`src/logic/expander_pkg.sv`:
```
package expander_pkg;

  // ----------------------------------------
  // Address and command codes
  // ----------------------------------------
  localparam logic [5:0] SLAVE_ADDR_HIGH = 6'h10;
  localparam logic [1:0] SEL_INPUT = 2'h0;
  localparam logic [1:0] SEL_LATCH = 2'h1;
  localparam logic [1:0] SEL_POLARITY = 2'h2;
  localparam logic [1:0] SEL_DIRECTION = 2'h3;
  localparam int SEL_CODE_LSB = 0;
  localparam int SEL_CODE_MSB = 1;

  // ----------------------------------------
  // Reset values
  // ----------------------------------------
  localparam logic [7:0] LATCH_RESET = 8'hff;
  localparam logic [7:0] POLARITY_RESET = 8'h00;
  localparam logic [7:0] DIRECTION_RESET = 8'hff;
  localparam logic [7:0] SELECT_RESET = 8'h00;
  // Bus lines rest high; pin and strap stages rest low
  localparam logic [10:0] SYNC_RESET = 11'h003;
  localparam logic [2:0] LAST_BIT = 3'h7;

  // ----------------------------------------
  // Carriers
  // ----------------------------------------
  typedef struct packed {
    logic scl;
    logic sda;
  } busLines_type;

  typedef struct packed {
    logic [7:0] latch;
    logic [7:0] polarity;
    logic [7:0] direction;
  } portRegs_type;

endpackage

```
`src/logic/two_flop_sync.sv`:
```
`timescale 1ns/10ps
module two_flop_sync #(
  parameter int WIDTH = 11,
  parameter logic [WIDTH-1:0] RESET_VALUE = '0
) (
  // Clock and reset
  input wire logic clk_sys,
  input wire logic rstn,
  // Data
  input wire logic [WIDTH-1:0] asyncIn,
  output logic [WIDTH-1:0] syncOut
);

  logic [WIDTH-1:0] stage1;

  // Stage one feeds only stage two
  always_ff @(posedge clk_sys or negedge rstn) begin
    if (!rstn) begin
      stage1 <= RESET_VALUE;
      syncOut <= RESET_VALUE;
    end else begin
      stage1 <= asyncIn;
      syncOut <= stage1;
    end
  end

endmodule

```
`src/logic/pin_driver_bank.sv`:
```
`timescale 1ns/10ps
module pin_driver_bank #(
  parameter int PINS = 8
) (
  // Clock and reset
  input wire logic clk_sys,
  input wire logic rstn,
  // Register view
  input wire expander_pkg::portRegs_type regs,
  // Pins
  output logic [PINS-1:0] portOut,
  output logic [PINS-1:0] portOe
);
  import expander_pkg::*;

  // ----------------------------------------
  // One driver per pin
  // ----------------------------------------
  for (genvar i = 0; i < PINS; i++) begin : gPin
    logic next_out;
    logic next_oe;
    always_comb begin
      next_out = regs.latch[i];
      next_oe = ~regs.direction[i];
    end
    always_ff @(posedge clk_sys or negedge rstn) begin
      if (!rstn) begin
        portOut[i] <= LATCH_RESET[i];
        portOe[i] <= ~DIRECTION_RESET[i];
      end else begin
        portOut[i] <= next_out;
        portOe[i] <= next_oe;
      end
    end
  end

endmodule

```
`src/logic/i2c_eight_bit_port_expander_regs.sv`:
```
`timescale 1ns/10ps
module i2c_eight_bit_port_expander_regs (
  // Clock and reset
  input wire logic clk_sys,
  input wire logic rstn,
  // Serial bus
  input wire expander_pkg::busLines_type busIn,
  output logic sdaOut,
  output logic sdaOe,
  // Address select strap
  input wire logic addrSel,
  // Port pins
  input wire logic [7:0] portIn,
  output logic [7:0] portOut,
  output logic [7:0] portOe
);
  import expander_pkg::*;

  // ----------------------------------------
  // Types and functions
  // ----------------------------------------
  typedef enum logic [8:0] {
    ST_IDLE = 9'h001,
    ST_ADDR = 9'h002,
    ST_ACKADDR = 9'h004,
    ST_CMD = 9'h008,
    ST_DATA = 9'h010,
    ST_ACKWR = 9'h020,
    ST_TX = 9'h040,
    ST_MACK = 9'h080,
    ST_SKIP = 9'h100
  } busState_type;

  function automatic logic codeValid(input logic [7:0] code);
    codeValid = (code[7:SEL_CODE_MSB+1] == '0);
  endfunction

  // ----------------------------------------
  // Input synchronisers and edge detect
  // ----------------------------------------
  logic [10:0] syncVec;
  logic sclS;
  logic sdaS;
  logic addrS;
  logic [7:0] pinS;
  logic sclPrev;
  logic sdaPrev;
  logic next_sclPrev;
  logic next_sdaPrev;
  logic sclRise;
  logic sclFall;
  logic startSeen;
  logic stopSeen;

  // Stages rest at the idle bus level so no false edge follows reset
  two_flop_sync #(
    .WIDTH(11),
    .RESET_VALUE(SYNC_RESET)
  ) uSync (
    .clk_sys(clk_sys),
    .rstn(rstn),
    .asyncIn({portIn, addrSel, busIn.sda, busIn.scl}),
    .syncOut(syncVec)
  );

  assign sclS = syncVec[0];
  assign sdaS = syncVec[1];
  assign addrS = syncVec[2];
  assign pinS = syncVec[10:3];

  always_comb begin
    next_sclPrev = sclS;
    next_sdaPrev = sdaS;
  end

  always_ff @(posedge clk_sys or negedge rstn) begin
    if (!rstn) begin
      sclPrev <= SYNC_RESET[0];
      sdaPrev <= SYNC_RESET[1];
    end else begin
      sclPrev <= next_sclPrev;
      sdaPrev <= next_sdaPrev;
    end
  end

  assign sclRise = sclS & ~sclPrev;
  assign sclFall = ~sclS & sclPrev;
  assign startSeen = sclS & sclPrev & sdaPrev & ~sdaS;
  assign stopSeen = sclS & sclPrev & ~sdaPrev & sdaS;

  // ----------------------------------------
  // Registers
  // ----------------------------------------
  portRegs_type regs;
  portRegs_type next_regs;
  logic [7:0] select;
  logic [7:0] next_select;
  logic [7:0] inputLevels;
  logic [7:0] next_inputLevels;
  logic [7:0] readValue;
  logic wrEn;
  logic selWr;
  logic [7:0] shift;

  always_comb begin
    // Inversion only on pins set as inputs
    next_inputLevels = pinS ^ (regs.polarity & regs.direction);
    next_regs = regs;
    next_select = select;
    if (selWr) begin
      next_select = shift;
    end
    if (wrEn && codeValid(select)) begin
      unique case (select[SEL_CODE_MSB:SEL_CODE_LSB])
        SEL_INPUT: next_regs = regs;
        SEL_LATCH: next_regs.latch = shift;
        SEL_POLARITY: next_regs.polarity = shift;
        SEL_DIRECTION: next_regs.direction = shift;
      endcase
    end
  end

  always_ff @(posedge clk_sys or negedge rstn) begin
    if (!rstn) begin
      regs.latch <= LATCH_RESET;
      regs.polarity <= POLARITY_RESET;
      regs.direction <= DIRECTION_RESET;
      select <= SELECT_RESET;
      inputLevels <= '0;
    end else begin
      regs <= next_regs;
      select <= next_select;
      inputLevels <= next_inputLevels;
    end
  end

  // Undefined codes read back the select register itself
  always_comb begin
    readValue = select;
    if (codeValid(select)) begin
      unique case (select[SEL_CODE_MSB:SEL_CODE_LSB])
        SEL_INPUT: readValue = inputLevels;
        SEL_LATCH: readValue = regs.latch;
        SEL_POLARITY: readValue = regs.polarity;
        SEL_DIRECTION: readValue = regs.direction;
      endcase
    end
  end

  // ----------------------------------------
  // Serial bus state machine
  // ----------------------------------------
  busState_type state;
  busState_type next_state;
  logic [2:0] cnt;
  logic [2:0] next_cnt;
  logic byteDone;
  logic next_byteDone;
  logic [7:0] next_shift;
  logic [7:0] txShift;
  logic [7:0] next_txShift;
  logic rw;
  logic next_rw;
  logic ackSeen;
  logic next_ackSeen;
  logic next_sdaOe;

  always_comb begin
    next_state = state;
    next_cnt = cnt;
    next_byteDone = byteDone;
    next_shift = shift;
    next_txShift = txShift;
    next_rw = rw;
    next_ackSeen = ackSeen;
    next_sdaOe = sdaOe;
    wrEn = 1'b0;
    selWr = 1'b0;
    if (startSeen) begin
      next_state = ST_ADDR;
      next_cnt = '0;
      next_byteDone = 1'b0;
      next_sdaOe = 1'b0;
    end else if (stopSeen) begin
      next_state = ST_IDLE;
      next_sdaOe = 1'b0;
    end else begin
      unique case (state)
        ST_IDLE, ST_SKIP: begin
          next_sdaOe = 1'b0;
        end
        ST_ADDR, ST_CMD, ST_DATA: begin
          if (sclRise && !byteDone) begin
            next_shift = {shift[6:0], sdaS};
            next_cnt = 3'(cnt + 3'h1);
            next_byteDone = (cnt == LAST_BIT);
          end else if (sclFall && byteDone) begin
            next_byteDone = 1'b0;
            next_cnt = '0;
            if (state == ST_ADDR) begin
              if (shift[7:1] == {SLAVE_ADDR_HIGH, addrS}) begin
                next_rw = shift[0];
                next_state = ST_ACKADDR;
                next_sdaOe = 1'b1;
              end else begin
                next_state = ST_SKIP;
              end
            end else if (state == ST_CMD) begin
              selWr = 1'b1;
              next_state = ST_ACKWR;
              next_sdaOe = 1'b1;
            end else begin
              wrEn = 1'b1;
              next_state = ST_ACKWR;
              next_sdaOe = 1'b1;
            end
          end
        end
        ST_ACKADDR: begin
          if (sclFall) begin
            if (rw) begin
              next_txShift = readValue;
              next_sdaOe = ~readValue[7];
              next_state = ST_TX;
            end else begin
              next_sdaOe = 1'b0;
              next_state = ST_CMD;
            end
          end
        end
        ST_ACKWR: begin
          if (sclFall) begin
            next_sdaOe = 1'b0;
            next_state = ST_DATA;
          end
        end
        ST_TX: begin
          if (sclFall) begin
            if (cnt == LAST_BIT) begin
              next_cnt = '0;
              next_sdaOe = 1'b0;
              next_state = ST_MACK;
            end else begin
              next_txShift = {txShift[6:0], 1'b0};
              next_sdaOe = ~txShift[6];
              next_cnt = 3'(cnt + 3'h1);
            end
          end
        end
        ST_MACK: begin
          if (sclRise) begin
            next_ackSeen = ~sdaS;
          end else if (sclFall) begin
            if (ackSeen) begin
              next_txShift = readValue;
              next_sdaOe = ~readValue[7];
              next_state = ST_TX;
            end else begin
              next_sdaOe = 1'b0;
              next_state = ST_SKIP;
            end
          end
        end
        default: begin
          next_state = ST_IDLE;
          next_sdaOe = 1'b0;
        end
      endcase
    end
  end

  always_ff @(posedge clk_sys or negedge rstn) begin
    if (!rstn) begin
      state <= ST_IDLE;
      cnt <= '0;
      byteDone <= 1'b0;
      shift <= '0;
      txShift <= '0;
      rw <= 1'b0;
      ackSeen <= 1'b0;
      sdaOe <= 1'b0;
      sdaOut <= 1'b0;
    end else begin
      state <= next_state;
      cnt <= next_cnt;
      byteDone <= next_byteDone;
      shift <= next_shift;
      txShift <= next_txShift;
      rw <= next_rw;
      ackSeen <= next_ackSeen;
      sdaOe <= next_sdaOe;
      // Open drain: only ever pulls low
      sdaOut <= 1'b0;
    end
  end

  // ----------------------------------------
  // Pin drivers
  // ----------------------------------------
  pin_driver_bank #(.PINS(8)) uPins (
    .clk_sys(clk_sys),
    .rstn(rstn),
    .regs(regs),
    .portOut(portOut),
    .portOe(portOe)
  );

endmodule

```
`config.mk`:
```
export PLATFORM = sky130hd
export DESIGN_NAME = i2c_eight_bit_port_expander_regs
export DESIGN_NICKNAME = d
export VERILOG_FILES = /design/src/logic/expander_pkg.sv /design/src/logic/two_flop_sync.sv /design/src/logic/pin_driver_bank.sv /design/src/logic/i2c_eight_bit_port_expander_regs.sv
export SDC_FILE = /design/constraint.sdc
export NUM_CORES = 1
export LEC_CHECK = 0
export BUFFER_PORTS_ARGS = -buffer_cell sky130_fd_sc_hd__buf_2
export CAP_MARGIN = 20
export CORE_UTILIZATION = 37
export DETAILED_ROUTE_END_ITERATION = 6
export MAX_ROUTING_LAYER = met4
export SYNTH_ARGS = -nofsm -noshare
export SYNTH_HDL_FRONTEND = slang
export SYNTH_SLANG_ARGS = --single-unit
```
`constraint.sdc`:
```
create_clock -name clk_sys -period 4.2 [get_ports clk_sys]
set_clock_uncertainty 0.1 [all_clocks]
set_input_delay 0.42 -clock clk_sys [delete_from_list [all_inputs] [get_ports clk_sys]]
set_output_delay 0.42 -clock clk_sys [all_outputs]
set_load 0.01 [all_outputs]
```
==> metrics, run 1 <==
status complete, no violations; Die H 114.9 um; fmax around 360 MHz; Routed wire per std cell 16.04 um; antenna viol nets, final 0; Required @ worst endpoint approximately 4.3 ns; Max Slew Vio Count 0; register bit total from synthesis 111; Worst EP arrival 2.91 ns; post-CTS setup buffer count 0; crit-path leading delay family simple AND/OR/NAND/NOR gates; crit share post-route 66.35%; Slowest-stage cell, CP or4_4; critical path fanouts, max 7; worst path bufs/invs 0; Top FF cell, synth dfrtp_1; Via Count just under 3,000; clock buffer depth 2; Iteration-0 DRC Markers 164; die area about 0.013 mm2; Finished Core Util approximately 44%; critical path type reg2reg; FILL cells 1,151; post-synthesis instance total 379; Pleak 2.310 nW; core footprint 0.01221 mm2; Rows 40; DP Cell Count around 570; R2R depth 6; clk sink count between 100 and 150; final routed DRC violation total 0; Final Cell Area 0.005386 mm2; initial antenna violation count 0; Max rail drop VDD 351.3 uV; Power Dens Cells 425.3 mW/mm2; vias in the first global route 2,844; most common cell after layout, fill and taps aside dfrtp_1; CTS tree yes; crit path capture type register; commonest cells after routing, fill and taps aside 80 x dfrtp_1, 50 x nand2_1, 40 x mux2_2; vias per cell 4.979; GR Overflow Total 0; count of flip-flops with a built-in enable after synthesis 0; Syn Area/Cell ~12 um2; final WL 9352 um; max cap viols 0; Tmin final 2.787 ns; post-synthesis sequential area ratio 59.68%; post-cts gate resize count 0; GP Congestion 0.8979; Slew @ Worst Pin between 1 and 1.5 ns; chip width 114.9 um; Finish-stage setup viols 0; Setup crit end cnt[0]; Warnings, synthesis 0; drt pass-1 iters 4; R2R Setup Slk 1.41 ns; CP Launch Type register; layout cells sized above 1 33.49%; CTS buffer count 9; # nets final roughly 430; Worst Setup SP state[5]; Max H-tree Level 3; gr usage total 16.46%; CTS hold repair buffers 1; placed inst area roughly 0.0050 mm2; Post-Route Setup TNS 0 ns; Hold Path Class in2reg; starting density of the core 38.65%; ANT cells 0; Slew Limit Headroom roughly 29%; PortBufs 29; Non-Filler Instances 583; Netlist cell types 62; Clock Latency Late Sink between 0.3 and 0.4 ns; P&R area growth vs syn 14.13%; Post-synth ARST share 100.0%; slowest stage delay, CP around 0.57 ns; CP Depth 6; Root Driver clkbuf_16; CTS clk-pin slew, worst paths 0.07 ns; FF-to-FF End cnt[0]; Design Power 0.002291 W; num ports 31; post-DP HPWL 6420 um; CP cell instances or4_4, nor3_1, nor2_2, mux2_4, a2111oi_4, a21oi_1; largest net degree at the start of global routing 56; Post-Synthesis Cell Area 0.004720 mm2; syn nets approximately 390; unrepaired setup endpoints after global routing false; Final Hold Viols 0; global-route wire length before repair 15,550 um; r2r startpoint state[5]
[logic make-up after synthesis]
family,count (synthesis),share of synthesized area [%]
fa+ha+maj,2,0.5301
mux,55,14.69
simple gates,118,13.04
flops,111,59.68
compound gates,50,6.973
xor+xnor,14,2.598
other cells,1,0.07946
buf+inv,28,2.413
[sequential cells by signal, summed over array words and instances (netlist names), 8 cells and up]
register and cells:
regs 24, uSync.stage1 11, uSync.syncOut 11, state 9, inputLevels 8, select 8, shift 8, uPins.portOe 8
uPins.portOut 8
[final cells by class]
| class | instances | area [um2] | area share [%] |
|---|---|---|---|
| flip-flops and latches | 111 | 2816 | 52.29 |
| multi-input cells | 240 | 1789 | 33.22 |
| clock buffers | 10 | 229.0 | 4.251 |
| well taps | 168 | 210.2 | 3.902 |
| repair buffers | 34 | 187.7 | 3.484 |
| clock inverters | 6 | 101.3 | 1.882 |
| inverters | 14 | 52.55 | 0.9756 |
[how the worst min path moves through the flow]
stage | startpoint | endpoint | slack, ns | cells past startpoint
floorplan | rstn | ackSeen | 0.02 | 0
global placement | rstn | state[5] | 0.22 | 1
detailed placement | rstn | state[8] | 0.21 | 1
CTS | busIn[1] | uSync.stage1[0] | 0.05 | 1
global route | portIn[7] | uSync.stage1[10] | 0.05 | 1
finish | busIn[1] | uSync.stage1[0] | 0.07 | 1
[worst register-to-register path, delay by kind of cell (launching register included)]
family / cells / cell delay, ns
AO/OA/AOI/OAI: 2 / 0.54
flip-flops: 1 / 0.44
multiplexers: 1 / 0.31
AND/OR/NAND/NOR: 3 / 1.26
[synthesized netlist by cell type (all sizes together) (2+ instances only)]
cell type  number  area, um2
mux2           41      465.4
nor2           18      77.58
nor4            7      56.30
mux4            7      157.7
clkbuf          8      30.03
and2            2      12.51
dfrtp          80       2002
or4             2      18.77
dfstp          31      814.5
buf             6      31.28
ha              2      25.02
or3             4      25.02
o211ai          2      15.01
nand2          50      187.7
mux2i           7      70.07
nand3           5      30.03
nor2b           3      18.77
o21ai          19      95.09
nor3           10      55.05
xnor2          13      113.9
a21oi          14      70.07
or4b            2      20.02
nand2b          5      31.28
nand3b          2      18.77
inv            14      52.55
[report_power, final]
part	leakage (nW)	switching, W	internal (W)
Clock	0.156	0.000400	0.000532
Sequential	1.33	0.0000428	0.00111
Combinational	0.819	0.000121	0.0000847
[through the flow]
| stage | hold WS (ns) | worst slack, ns |
|---|---|---|
| CTS | 0.05320 | 1.405 |
| floorplan | 0.02441 | 1.730 |
| detailed placement | 0.2150 | 1.419 |
| finish | 0.06651 | 1.413 |
| global route | 0.04594 | 1.250 |
| global placement | 0.2150 | 1.402 |
[layer usage]
layer / wire length (um) / track usage, %
met1: 4594 / 23.64
met2: 4099 / 22.09
met3: 436 / 3.795
met4: 221 / 7.013
met5: 0 / -
Power figures use the tool's default switching activity.
==> run 2: changes to the inputs <==
clock period = 2.62 ns   (was 4.2 ns; I/O delays follow)
==> run 2 against run 1 <==
Effect of this change:
- global-route usage is 0.36 points lower
- utilization is 1.8 points higher
- first-iteration DRC count is 23% lower
- design area is 4.1% higher
==> metrics, run 2 (synthesis results as in run 1) <==
max cap viols 0 (unchanged); Iteration-0 DRC Markers 126 (-23%); fmax 391.7 MHz (+9.1%); slowest stage delay, CP 0.57 ns (about the same); Root Driver clkbuf_16; critical path type reg2reg; # nets final 450 (+5.9%); Post-Route Hold Slack 0.2524 ns (+0.1859 ns); core footprint 0.01221 mm2 (unchanged); CTS buffer count 9 (unchanged); PortBufs 29 (unchanged); ANT cells 0 (unchanged); Max H-tree Level 3 (unchanged); CP cell instances or4_4, or3_1, mux2_4, a2111oi_4, a21oi_1; Hold Path Class reg2reg; Slowest-stage cell, CP or4_4; Non-Filler Instances 608 (+4.3%); CP Launch Type register; Die H 114.9 um (unchanged); Worst EP arrival 2.67 ns (-0.24 ns); antenna viol nets, final 0 (unchanged); largest net degree at the start of global routing 112 (+100%); final routed DRC violation total 0 (unchanged); Routed wire per std cell 15.44 um (-3.7%); gr usage total 16.09% (-0.36 points); Max Slew Vio Count 0 (unchanged); largest register by flop count regs; Regs by FF count regs (24), uSync.stage1 (11), uSync.syncOut (11); Finish-stage setup viols 0 (unchanged); status complete, no violations; chip width 114.9 um (unchanged); sw power 0.0009034 W (+60%); unrepaired setup endpoints after global routing true; initial antenna violation count 0 (unchanged); GP Congestion 0.8616 (-4.0%); P&R area growth vs syn 18.80%; starting density of the core 38.65% (unchanged); placed inst area 0.005164 mm2 (+2.3%); vias per cell 5.021 (+0.84%); commonest cells after routing, fill and taps aside 80 x dfrtp_1, 50 x nand2_1, 40 x mux2_2; Final Hold Viols 0 (unchanged); P_int 0.002699 W (+56%); num ports 31 (unchanged); final WL 9388 um (+0.38%); post-DP HPWL 6217 um (-3.2%); Max rail drop VDD 282.5 uV (-20%); layout cells sized above 1 35.00% (+1.5 points); Via Count 3,053 (+5.2%); max FFs per register 24 (unchanged); Required @ worst endpoint 2.74 ns (-1.59 ns); CTS clk-pin slew, worst paths 0.07 ns (about the same); clock share of power 38.3% (-2.4 points); Power Dens Cells 642.5 mW/mm2 (+51%); crit path capture type register; Rows 40 (unchanged); crit share post-route 97.45% (+31 points); Comb power frac 10.5% (+1.5 points); Slew Limit Headroom 61.45% (+33 points); critical path fanouts, max 7 (unchanged); clock buffer depth 2 (unchanged); drt pass-1 iters 4 (unchanged); vias in the first global route 2,949 (+3.7%); Sequential Power Share 51.2% (+0.9 points); die area 0.01321 mm2 (unchanged); Slew @ Worst Pin 0.5782 ns (-0.4839 ns); post-CTS setup buffer count 0 (unchanged); Tmin final 2.553 ns (-0.2335 ns); clk sink count 111 (unchanged); switch share 25.08% (+0.49 points); Final WS setup 0.06680 ns (-1.347 ns); CTS tree yes; global-route wire length before repair 15,470 um (-0.49%); DP Cell Count 580 (+2.5%); Final Cell Area 0.005607 mm2 (+4.1%); Pleak 2.421 nW (+4.8%); most common cell after layout, fill and taps aside dfrtp_1; pre-CTS setup slack 0.07769 ns (-1.341 ns); Clock Latency Late Sink 0.35 ns (about the same); GR Overflow Total 0 (unchanged)
==> run 2: cell types whose count changed in the layout (fill, tap and decap cells not counted), sizes merged <==
| cell | delta |
|---|---|
| buf | +14 |
| dlygate4sd3 | +11 |
| bufinv | -1 |
| clkbuf | +1 |
| clkinv | +1 |
| clkinvlp | -1 |
==> run 2: cell type report <==
type	instances	area (um2)
fill	1132	6605
sequential	111	2816
multi-input combinational	240	1815
timing repair buffer	59	415.4
clock buffer	11	232.7
tap	168	210.2
clock inverter	5	63.81
inverter	14	52.55
==> run 2: worst paths after layout <==
check                                 from                to  slack (ns)  depth (start not counted)
min in group asynchronous             rstn             sdaOe        0.41                          3
min                        uSync.stage1[6]  uSync.syncOut[6]        0.25                          0
max in group asynchronous             rstn   uSync.stage1[9]        1.57                          3
max reg2reg                       state[5]            cnt[0]        0.07                          5
max                               state[5]            cnt[0]        0.07                          5
min reg2reg                uSync.stage1[6]  uSync.syncOut[6]        0.25                          0
==> run 2: through the flow <==
step	setup TNS, ns	utilization [%]	total power [W]
2_1_floorplan	0	-	0.002085
3_3_place_gp	0	42.28	0.002215
3_5_place_dp	0	42.28	0.002222
4_1_cts	0	45.70	0.003623
5_1_grt	-0.01158	45.91	0.003757
6_report	0	45.91	0.003602
==> run 2: metal layers <==
metal  track usage, %  share of wire, %  up-vias
met2            22.85                46       52
met4            6.494               1.8        0
met1            22.49                49     1544
met3            3.268               3.4       10
li1                 -                 -     1447
met5                -                 0        -
==> run 2: timing repair <==
item                                   CTS  global route
hold buffers                            12             0
gates resized for setup                  0             4
setup endpoints to repair                0             6
endpoints found under the hold margin   91             0
==> run 2: worst max-delay path: cells and delay by family, from the launching register on <==
kind               cells  cell delay [ns]
AOI/OAI and AO/OA      2             0.53
DFF                    1             0.43
muxes                  1             0.34
and+or+nand+nor        2             1.03
==> run 2: power by group through the flow <==
| stage | logic (W) | registers [W] | clock network [W] |
|---|---|---|---|
| after global routing | 0.000424 | 0.00185 | 0.00148 |
| after detailed placement | 0.000351 | 0.00187 | 0 |
| final | 0.000379 | 0.00184 | 0.00138 |
| after global placement | 0.000348 | 0.00187 | 0 |
| after floorplan | 0.000236 | 0.00185 | 0 |
| after CTS | 0.000367 | 0.00184 | 0.00142 |
==> run 3: changes to the inputs <==
CORE_MARGIN = 1.5   (was not set)
CORE_UTILIZATION = 60   (was 37)
PLACE_DENSITY = 0.79   (was not set)
==> run 3 against run 2 <==
Effect of this change:
- combinational power barely moved
- clock-buffer cell count down 2
- setup slack better by 0.061 ns
- register-to-register slack improved by 0.06 ns
- maximum frequency is 2.5% higher
- first-iteration DRC count is 39% higher
- routed wire length is 2.2% lower
- sequential cell count stayed put
==> metrics, run 3 (synthesis results as in run 1) <==
Power Dens Cells 600.8 mW/mm2 (-6.5%); Max Slew Vio Count 0 (unchanged); CP Launch Type register; global-route wire length before repair 15,510 um (+0.27%); Pleak 2.367 nW (-2.2%); Routed wire per std cell 17.01 um (+10%); CTS tree yes; Post-Route Hold Slack 0.2314 ns (-0.02103 ns); Max H-tree Level 3 (unchanged); crit-path most repeated cell nor3_2; Required @ worst endpoint 2.72 ns (-0.02 ns); Final Cell Area 0.005410 mm2 (-3.5%); final routed DRC violation total 0 (unchanged); chip width 91.69 um (-20%); crit path capture type register; Finish-stage setup viols 0 (unchanged); Non-Filler Instances 540 (-11%); final WL 9183 um (-2.2%); # nets final 448 (-0.44%); Final WS setup 0.1279 ns (+0.06110 ns); starting density of the core 61.39% (+23 points); FILL cells 551 (-51%); Die H 91.69 um (-20%); num ports 31 (unchanged); Via Count 3,082 (+0.95%); ANT cells 0 (unchanged); commonest cells after routing, fill and taps aside 80 x dfrtp_1, 50 x nand2_1, 40 x mux2_2; Setup crit end state[1]; post-CTS setup buffer count 0 (unchanged); post-DP HPWL 6276 um (+0.95%); Final Hold Viols 0 (unchanged); Worst Setup SP state[0]; worst path bufs/invs 1 (+1); FF-to-FF End state[1]; vias in the first global route 3,033 (+2.8%); Slew Limit Headroom 47.61% (-14 points); critical path type reg2reg; Finished Core Util 70.38% (+24 points); clk sink count 111 (unchanged); Tmin final 2.492 ns (-0.06110 ns); max FFs per register 24 (unchanged); drt pass-1 iters 4 (unchanged); max cap viols 0 (unchanged); most common cell after layout, fill and taps aside dfrtp_1; CP Depth 6 (+1); Slowest-stage cell, CP nor3_2; CTS clk-pin slew, worst paths 0.11 ns (+0.04 ns); r2r startpoint state[0]; core footprint 0.007687 mm2 (-37%); layout cells sized above 1 35.16% (+0.16 points); Rows 32 (-20%); vias per cell 5.707 (+14%); Max rail drop VDD 447.4 uV (+58%); pre-CTS setup slack 0.09060 ns (+0.01291 ns); placed inst area 0.005066 mm2 (-1.9%); R2R Setup Slk 0.13 ns (+0.06 ns); slowest stage delay, CP 0.67 ns (+0.10 ns); largest net degree at the start of global routing 54 (-52%); Slew @ Worst Pin 0.7816 ns (+0.2034 ns); GP Congestion 0.9351 (+8.5%); CP cell instances or4_4, nor3_2, buf_4, o21ba_2, nor3_2, o21ai_0; Clock Latency Late Sink 0.37 ns (+0.02 ns); fmax 401.3 MHz (+2.5%); status complete, no violations; initial antenna violation count 0 (unchanged); CTS buffer count 9 (unchanged); clock buffer depth 2 (unchanged); GR Overflow Total 0 (unchanged); Hold Path Class in2async; die area 0.008407 mm2 (-36%); PortBufs 29 (unchanged); DP Cell Count 512 (-12%); largest register by flop count regs; Regs by FF count regs (24), uSync.stage1 (11), uSync.syncOut (11); P&R area growth vs syn 14.63%; Root Driver clkbuf_8; antenna viol nets, final 0 (unchanged); gr usage total 24.87% (+8.8 points); Worst EP arrival 2.59 ns (-0.08 ns); critical path fanouts, max 9 (+2); crit-path leading delay family simple AND/OR/NAND/NOR gates; R2R depth 6 (+1); Iteration-0 DRC Markers 175 (+39%); crit share post-route 95.12% (-2.3 points)
run 3: layout make-up:
class	count	area (um2)	area share, %
timing repair buffer	57	400.4	7.401
multi-input combinational	240	1809	33.44
tap	102	127.6	2.359
clock inverter	7	80.08	1.480
sequential	111	2816	52.06
clock buffer	9	123.9	2.290
inverter	14	52.55	0.9713
run 3: what timing repair did:
item | 4_1_cts | 5_1_grt
hold endpoints to repair | 37 | 0
resized for setup | 0 | 3
hold buffers | 12 | 0
setup endpoints to repair | 0 | 11
run 3: metrics by stage:
step                  TNS, ns  total power (W)
finish                      0         0.003250
global route        -0.006516         0.003385
CTS                         0         0.003260
detailed placement          0         0.002228
global placement            0         0.002220
floorplan                   0         0.002085
run 3: worst min path at each step:
stage	startpoint	endpoint	slack, ns	depth (start not counted)
4_1_cts	rstn	inputLevels[5]	0.23	2
3_5_place_dp	rstn	uSync.stage1[3]	0.1	1
3_3_place_gp	rstn	uSync.stage1[3]	0.09	1
6_report	rstn	uPins.portOe[4]	0.23	2
5_1_grt	rstn	uSync.stage1[3]	0.26	2
2_1_floorplan	rstn	ackSeen	-0.13	0
run 3: worst register-to-register path: stages (launching register included):
cell and delay (ns):
dfstp_2 0.63, or4_4 0.19, nor3_2 0.06, buf_4 0.15, o21ba_2 0.24, nor3_2 0.67
o21ai_0 0.29
run 3: layer usage:
layer	global-route usage, %	part of all wire [%]	wire, um	vias to the layer above
met5	-	0	0	-
met4	6.154	0.97	89	0
met3	4.478	5.0	460	7
met2	36.57	47	4348	83
met1	36.62	47	4286	1548
li1	-	-	-	1444
run 3: where the power goes:
part           internal, W  switching, W
combinational     0.000164      0.000217
sequential         0.00178     0.0000655
clock             0.000385      0.000638
total              0.00233      0.000921
